[src/rtl/wdg_pkg.sv]
// Shared constants for the watchdog timer block
package wdg_pkg;
  localparam int unsigned CLK_HZ = 125_000_000;
  localparam int unsigned OSC_DIV_DEFAULT = 16;
  localparam int unsigned WDG_PRESCALE = 16384;
  localparam int unsigned PRESCALE_W = 14;
  localparam logic [15:0] CTRL_ADDR = 16'h002a;
  localparam logic [7:0] CTRL_RESET = 8'h7f;
  localparam int unsigned ACT_BIT = 7;
  localparam int unsigned TOP_BIT = 6;
  localparam int unsigned CNT_W = 7;
  localparam logic [6:0] CNT_TRIP_FROM = 7'h40;
  localparam int unsigned RST_PULSE_NS = 30_000;
  localparam int unsigned RST_PULSE_CYCLES = (RST_PULSE_NS * (CLK_HZ / 1_000_000)) / 1000;
  localparam int unsigned WAKE_SHORT_CYCLES = 256;
  localparam int unsigned WAKE_LONG_CYCLES = 4096;
  localparam int unsigned WAKE_W = 13;
  // Timebase periods in oscillator ticks for 2, 4, 10 and 25 ms at 8 MHz
  localparam int unsigned TB_W = 18;
  localparam logic [17:0] TB_PERIOD_2MS = 18'h03e80;
  localparam logic [17:0] TB_PERIOD_4MS = 18'h07d00;
  localparam logic [17:0] TB_PERIOD_10MS = 18'h13880;
  localparam logic [17:0] TB_PERIOD_25MS = 18'h30d40;
endpackage : wdg_pkg

[src/rtl/wdg_prescaler.sv]
// Oscillator divider and prescaler shared by watchdog and timebase
`timescale 1ns/1ps
module wdg_prescaler import wdg_pkg::*; #(
  parameter int unsigned OSC_DIV = OSC_DIV_DEFAULT
) (
  input wire logic clk_i,
  input wire logic srst_i,
  input wire logic [1:0] timebase_select_i,
  output logic wdg_tick_o,
  output logic timebase_tick_o
);
  initial begin
    if (OSC_DIV < 1 || OSC_DIV > 256) $error("OSC_DIV out of range");
  end

  logic [7:0] div_q, div_d;
  logic [PRESCALE_W-1:0] pre_q, pre_d;
  logic [TB_W-1:0] tb_q, tb_d;
  logic [TB_W-1:0] tb_period;
  logic osc_tick;

  always_comb begin
    case (timebase_select_i)
      2'h0: tb_period = TB_PERIOD_2MS;
      2'h1: tb_period = TB_PERIOD_4MS;
      2'h2: tb_period = TB_PERIOD_10MS;
      default: tb_period = TB_PERIOD_25MS;
    endcase
  end

  // Prescaler phase is never realigned by a counter write
  always_comb begin
    osc_tick = (div_q == 8'(OSC_DIV - 1));
    div_d = osc_tick ? 8'h00 : div_q + 8'h01;
    pre_d = osc_tick ? pre_q + 14'h0001 : pre_q;
    tb_d = tb_q;
    if (osc_tick) begin
      tb_d = (tb_q >= tb_period - 18'h00001) ? 18'h00000 : tb_q + 18'h00001;
    end
  end

  always_ff @(posedge clk_i) begin
    if (srst_i) begin
      div_q <= 8'h00;
      pre_q <= '0;
      tb_q <= '0;
      wdg_tick_o <= 1'b0;
      timebase_tick_o <= 1'b0;
    end else begin
      div_q <= div_d;
      pre_q <= pre_d;
      tb_q <= tb_d;
      wdg_tick_o <= osc_tick && (pre_q == PRESCALE_W'(WDG_PRESCALE - 1));
      timebase_tick_o <= osc_tick && (tb_d == 18'h00000);
    end
  end
endmodule : wdg_prescaler

[src/rtl/wdg_reset_pulse.sv]
// Stretches a reset request into a fixed low pulse on the reset pin
`timescale 1ns/1ps
module wdg_reset_pulse import wdg_pkg::*; #(
  parameter int unsigned PULSE_CYCLES = RST_PULSE_CYCLES
) (
  input wire logic clk_i,
  input wire logic srst_i,
  input wire logic trigger_i,
  output logic rst_pin_n_o,
  output logic busy_o
);
  initial begin
    if (PULSE_CYCLES < 1 || PULSE_CYCLES > 4095) $error("PULSE_CYCLES out of range");
  end

  logic [11:0] cnt_q, cnt_d;

  always_comb begin
    cnt_d = cnt_q;
    if (cnt_q != 12'h000) begin
      cnt_d = cnt_q - 12'h001;
    end else if (trigger_i) begin
      cnt_d = 12'(PULSE_CYCLES);
    end
  end

  always_ff @(posedge clk_i) begin
    if (srst_i) begin
      cnt_q <= 12'h000;
    end else begin
      cnt_q <= cnt_d;
    end
  end

  assign rst_pin_n_o = (cnt_q == 12'h000);
  assign busy_o = (cnt_q != 12'h000);
endmodule : wdg_reset_pulse

[src/rtl/windowless_watchdog_timer.sv]
// Watchdog timer: control register, downcounter, halt handling, reset generation
//
// Overview of operation
// - Counter decrements once per 16384 oscillator ticks.
// - Low six counter bits set timeout in 64 steps.
// - Active and counter 40h to 3Fh on a prescaler tick starts a reset pulse; the halt-entry decrement does not.
// - Counter runs outside halt, active halt and wake delay states, active or not; no reset while inactive.
// - Counter writes do not realign the prescaler phase.
// - Watchdog disabled after reset unless hardware option set; software cannot disable it.
// - Write with activation set and top bit clear forces reset.
// - Halt while active with halt reset option and oscillator interrupt disabled causes reset.
// - Hardware watchdog option input fixed outside the register.
// - Prescaler shared with selectable 2/4/10/25 ms timebase.
// - Register resets to 7Fh; activation cleared only by reset.
// - Hardware option keeps watchdog active, ignores activation bit.
// - Active halt freezes counter; resumes at once on interrupt.
`timescale 1ns/1ps
module windowless_watchdog_timer import wdg_pkg::*; #(
  parameter int unsigned OSC_DIV = OSC_DIV_DEFAULT,
  parameter int unsigned PULSE_CYCLES = RST_PULSE_CYCLES,
  parameter int unsigned WAKE_SHORT = WAKE_SHORT_CYCLES,
  parameter int unsigned WAKE_LONG = WAKE_LONG_CYCLES
) (
  input wire logic clk_i,
  input wire logic srst_i,
  input wire logic [15:0] addr_i,
  input wire logic [7:0] wdata_i,
  input wire logic we_i,
  input wire logic re_i,
  output logic [7:0] rdata_o,
  input wire logic hw_watchdog_opt_i,
  input wire logic halt_reset_option_i,
  input wire logic oscillator_irq_enable_i,
  input wire logic [1:0] timebase_select_i,
  input wire logic halt_exec_i,
  input wire logic ext_irq_i,
  input wire logic osc_irq_i,
  input wire logic wake_long_i,
  output logic rst_pin_n_o,
  output logic halt_enter_o,
  output logic active_halt_enter_o,
  output logic watchdog_active_o,
  output logic timebase_tick_o
);
  initial begin
    if (WAKE_SHORT < 1 || WAKE_LONG < 1 || WAKE_LONG > 8191 || WAKE_SHORT > 8191)
      $error("Wake delay out of range");
  end

  typedef enum logic [3:0] {
    ST_RUN = 4'b0001,
    ST_HALT = 4'b0010,
    ST_AHALT = 4'b0100,
    ST_WAKE = 4'b1000
  } mode_t;

  mode_t mode_q, mode_d;
  logic act_q, act_d;
  logic [CNT_W-1:0] cnt_q, cnt_d;
  logic [WAKE_W-1:0] wake_q, wake_d;
  logic [7:0] rdata_q, rdata_d;
  logic wdg_tick;
  logic pulse_busy;
  logic active;
  logic ctrl_wr;
  logic trip;
  logic halt_rst;

  wdg_prescaler #(.OSC_DIV(OSC_DIV)) u_prescaler (
    .clk_i(clk_i),
    .srst_i(srst_i),
    .timebase_select_i(timebase_select_i),
    .wdg_tick_o(wdg_tick),
    .timebase_tick_o(timebase_tick_o)
  );

  assign active = act_q | hw_watchdog_opt_i;
  assign ctrl_wr = we_i && (addr_i == CTRL_ADDR);
  assign halt_rst = halt_exec_i && (mode_q == ST_RUN) && active
    && halt_reset_option_i && !oscillator_irq_enable_i;

  always_comb begin
    act_d = act_q;
    cnt_d = cnt_q;
    mode_d = mode_q;
    wake_d = wake_q;
    trip = 1'b0;
    // Free-running decrement, frozen in halt, active halt and wake delay states
    if (wdg_tick && (mode_q == ST_RUN)) begin
      cnt_d = cnt_q - 7'h01;
      if (active && (cnt_q == CNT_TRIP_FROM)) begin
        trip = 1'b1;
      end
    end
    // A software write takes priority over the decrement in the same cycle
    if (ctrl_wr) begin
      cnt_d = wdata_i[CNT_W-1:0];
      if (wdata_i[ACT_BIT]) begin
        act_d = 1'b1;
      end
      if ((wdata_i[ACT_BIT] || active) && !wdata_i[TOP_BIT]) begin
        trip = 1'b1;
      end
    end
    case (mode_q)
      ST_RUN: begin
        if (halt_exec_i && !halt_rst) begin
          if (oscillator_irq_enable_i) begin
            mode_d = ST_AHALT;
          end else begin
            mode_d = ST_HALT;
            if (!ctrl_wr) begin
              cnt_d = cnt_q - 7'h01;
            end
          end
        end
      end
      ST_HALT: begin
        if (ext_irq_i) begin
          mode_d = ST_WAKE;
          wake_d = wake_long_i ? WAKE_W'(WAKE_LONG - 1) : WAKE_W'(WAKE_SHORT - 1);
        end
      end
      ST_AHALT: begin
        if (ext_irq_i || osc_irq_i) begin
          mode_d = ST_RUN;
        end
      end
      ST_WAKE: begin
        if (wake_q == '0) begin
          mode_d = ST_RUN;
        end else begin
          wake_d = wake_q - WAKE_W'(1);
        end
      end
      default: begin
        mode_d = ST_RUN;
      end
    endcase
    if (halt_rst) begin
      trip = 1'b1;
    end
    rdata_d = (re_i && (addr_i == CTRL_ADDR)) ? {act_q, cnt_q} : 8'h00;
  end

  always_ff @(posedge clk_i) begin
    if (srst_i) begin
      act_q <= CTRL_RESET[ACT_BIT];
      cnt_q <= CTRL_RESET[CNT_W-1:0];
      mode_q <= ST_RUN;
      wake_q <= '0;
      rdata_q <= 8'h00;
    end else begin
      act_q <= act_d;
      cnt_q <= cnt_d;
      mode_q <= mode_d;
      wake_q <= wake_d;
      rdata_q <= rdata_d;
    end
  end

  // A system reset on srst_i clears the pulse counter and ends the pulse early
  wdg_reset_pulse #(.PULSE_CYCLES(PULSE_CYCLES)) u_pulse (
    .clk_i(clk_i),
    .srst_i(srst_i),
    .trigger_i(trip),
    .rst_pin_n_o(rst_pin_n_o),
    .busy_o(pulse_busy)
  );

  assign rdata_o = rdata_q;
  assign halt_enter_o = (mode_q == ST_HALT);
  assign active_halt_enter_o = (mode_q == ST_AHALT);
  assign watchdog_active_o = active && !pulse_busy;
endmodule : windowless_watchdog_timer

[config.mk]
export PLATFORM = sky130hd
export DESIGN_NAME = windowless_watchdog_timer
export DESIGN_NICKNAME = d
export VERILOG_FILES = /design/src/rtl/wdg_pkg.sv /design/src/rtl/wdg_prescaler.sv /design/src/rtl/wdg_reset_pulse.sv /design/src/rtl/windowless_watchdog_timer.sv
export SDC_FILE = /design/constraint.sdc
export NUM_CORES = 1
export LEC_CHECK = 0
export BUFFER_PORTS_ARGS = -buffer_cell sky130_fd_sc_hd__buf_2
export CORE_MARGIN = 2
export CORE_UTILIZATION = 55
export CTS_BUF_LIST = sky130_fd_sc_hd__clkbuf_4
export CTS_CLUSTER_DIAMETER = 80
export DETAILED_ROUTE_END_ITERATION = 10
export PLACE_DENSITY = 0.86
export SYNTH_ARGS = -nofsm -noshare
export SYNTH_HDL_FRONTEND = slang
export SYNTH_SLANG_ARGS = --single-unit
export TNS_END_PERCENT = 10
[constraint.sdc]
create_clock -name clk_i -period 4.5 [get_ports clk_i]
set_input_delay 0.9 -clock clk_i [delete_from_list [all_inputs] [get_ports clk_i]]
set_output_delay 0.9 -clock clk_i [all_outputs]
set_load 0.005 [all_outputs]
==> flow_summary.toml <==
[status]
outcome = "complete, no violations"

[global_routing]
grt_max_degree = 69
track_usage_pct = 22.9
gr-total-overflow = 0
grt_most_used_layer = "met2"
grt_pass1_wl_um = 16500
grt_use_met3_pct = 4.63
grt_pass1_vias = 3833
antenna_found_initial = 0
gr-usage-met2_pct = 40.2
grt_use_met1_pct = 27.4

[logic_synthesis]
ys_types = 73
synth_top_cell_by_area = "dfxtp_1"
syn_nets = 585
yosysWarningCount = 0
ys_seq_area_share_pct = 38.4
yosysMostFrequentCell = "dfxtp_1"
ys_ff_latch = 87
netlist_instances = 533
ys_top_cells_by_count = "dfxtp_1 (87), nor2_1 (51), nand2_1 (43), a21oi_1 (36), nor3_1 (28)"
netlist_area_mm2 = 0.00454
synth-edff-count = 0
ys_top_cells_by_area = "dfxtp_1 (38%), xor2_1 (5.2%), nor2_1 (4.2%), ha_1 (4.1%), a21oi_1 (4.0%)"
postSynthAreaPerCell_um2 = 8.52
synth-main-ff-cell = "dfxtp_1"
async_flop_share_pct = 0
synth_top_area_share_pct = 38.4

[setup_path]
slowest_delay_ns = 0.58
worstSetupPathType = "reg -> out"
reg2reg_depth = 7
cp-end-kind = "output pin"
start_kind = "register"
reg2reg_slack_ns = 1.67
crit_family = "simple AND/OR/NAND/NOR gates"
cp.buffers_inverters = 2
path_cells = "nor4_1 -> nand4b_1 -> inv_1 -> buf_2"
critPathSlowestCell = "nor4_1"
worstPathArrival_ns = 2.42
rr_startpoint = "u_prescaler.tb_q[0]$_SDFF_PP0_"
cp.required_ns = 3.60
cp_max_fo = 9
rr_endpoint = "u_prescaler.tb_q[16]$_SDFF_PP0_"

[timing]
slew_viol_final = 0
fmax_mhz = 301
worst_pin_slew_ns = 0.914
min_period_ns = 3.32
finClkSkew_ns = 0.0266
setup_viol = 0
slew_headroom_pct = 38.8
grt_setup_unrepaired = "no"
final.period_utilization_pct = 73.8
hold_viol_final = 0
fin_setup_tns_ns = 0

[detailed_routing]
drt.antenna.violating_nets = 0
drt_wl_total_um = 10000
first_iter_violations = 258
drc = 0
vias = 4113
avgViaCountPerCell = 5.98
routedWlPerCell_um = 14.5
firstDrtPassIters = 5

[floorplanning]
rows = 33
io_pins = 50
initial_utilization_pct = 56.1
die_y_um = 94.9
die_width_um = 94.9
core_mm2 = 0.00809
design.die.area_mm2 = 0.00900

[final_layout]
layout-drive-gt1-share_pct = 14.8
multi_input_area_mm2 = 0.00264
register_area_mm2 = 0.00174
insertedDiodeCount = 0
final_nets = 630
fillers = 716
post-route-util_pct = 61.5
area_growth_pct = 9.53

[clocking]
worstSkewPairLatency_ns = 0.45
cts-buffers-inserted = 9
path_clk_slew_ns = 0.16
postCtsSetupBuffers = 0
cts-resized-gates = 0
cts_buffer_depth = 2
cts.sinks = 87
h-tree-depth = 3
cts_hold_buf = 0
cts_tree = "done"
cts-root-buf = "clkbuf_4"

[min_path]
hold_class = "reg -> reg"
holdPathEnd = "wake_q[12]$_SDFFE_PP0P_"
hold_depth = 2
min_from = "wake_q[12]$_SDFFE_PP0P_"

[power_and_ir_drop]
vdd_drop_max_v = 0.000161
power.density_mw_per_mm2 = 341
leakagePower_nw = 1.95

[flow_run]
maxCapViolCount = 0

[place]
portBuffers = 49
place_congestion = 0.936
dp.final_hpwl_um = 7210
-- stage by stage --
step | hold WS, ns | instance area [um^2] | setup slack (ns) | power, mW | cells
global placement | 0.434 | 4850 | 1.27 | 1.28 | 672
detailed placement | 0.435 | 4850 | 1.17 | 1.31 | 672
CTS | 0.455 | 4970 | 1.15 | 1.70 | 688
finish | 0.454 | 4970 | 1.18 | 1.70 | 688
global route | 0.472 | 4970 | 0.896 | 1.80 | 688
floorplan | 0.422 | 4540 | 1.62 | 1.19 | 533
-- worst max-delay path by stage --
stage	endpoint	cells after the start	slack, ns	startpoint
2_1_floorplan	u_prescaler.tb_q[10]$_SDFF_PP0_	10	1.62	timebase_select_i[0]
3_3_place_gp	u_prescaler.tb_q[2]$_SDFF_PP0_	10	1.27	timebase_select_i[0]
3_5_place_dp	u_prescaler.tb_q[16]$_SDFF_PP0_	10	1.17	timebase_select_i[0]
4_1_cts	rst_pin_n_o	4	1.15	u_pulse.cnt_q[4]$_SDFFE_PP0P_
5_1_grt	rst_pin_n_o	4	0.90	u_pulse.cnt_q[4]$_SDFFE_PP0P_
6_report	rst_pin_n_o	4	1.18	u_pulse.cnt_q[4]$_SDFFE_PP0P_
-- report_power, final --
group	switching [mW]	internal, mW
Clock	0.285	0.118
Sequential	0.0550	0.828
Combinational	0.239	0.171
Total	0.579	1.12
-- tightest hold or removal path: cells and delay by family, from the launching register on --
kind,cells,cell delay (ns)
AOI/OAI and AO/OA,1,0.04
buffers and inverters,1,0.04
DFF,1,0.34
-- final cells by class --
type | instances | share of cell area, %
clock buffers | 9 | 1.36
clock inverters | 7 | 1.08
inverters | 22 | 1.66
multi-input cells | 408 | 53.2
flip-flops and latches | 87 | 35.0
well taps | 105 | 2.64
repair buffers | 50 | 5.08
-- layer usage --
metal	vias to the layer above	routed length, um
met2	128	4940
li1	2031	-
met4	0	117
met1	1942	4430
met3	12	507
met5	-	0
-- cell usage in the layout (no fill, tap or decap), types with 15 or more instances in the layout --
| cell | n |
|---|---|
| xnor2_1 | 18 |
| and3_1 | 16 |
| a21oi_1 | 36 |
| dfxtp_1 | 87 |
| buf_2 | 49 |
| nand3_1 | 21 |
| xor2_1 | 27 |
| inv_1 | 22 |
| nor2_1 | 51 |
| nand2_1 | 43 |
| nor3_1 | 28 |
| ha_1 | 15 |
-- state kept, by name, summed over array words and instances (netlist names) --
name	cells
u_prescaler.tb_q	18
u_prescaler.pre_q	14
wake_q	13
u_pulse.cnt_q	12
rdata_o	8
u_prescaler.div_q	8
cnt_q	7
mode_q	4
act_q	1
u_prescaler.timebase_tick_o	1
u_prescaler.wdg_tick_o	1
-- kinds of logic after synthesis --
| kind of cell | synth area share (%) |
|---|---|
| other | 0.0826 |
| AOI/OAI and AO/OA | 15.9 |
| adders and majority gates | 4.13 |
| and+or+nand+nor | 28.7 |
| buffers and inverters | 3.42 |
| xor gates and xnor gates | 8.68 |
| DFF | 38.4 |
| muxes | 0.716 |
(Power assumes the default switching activity.)
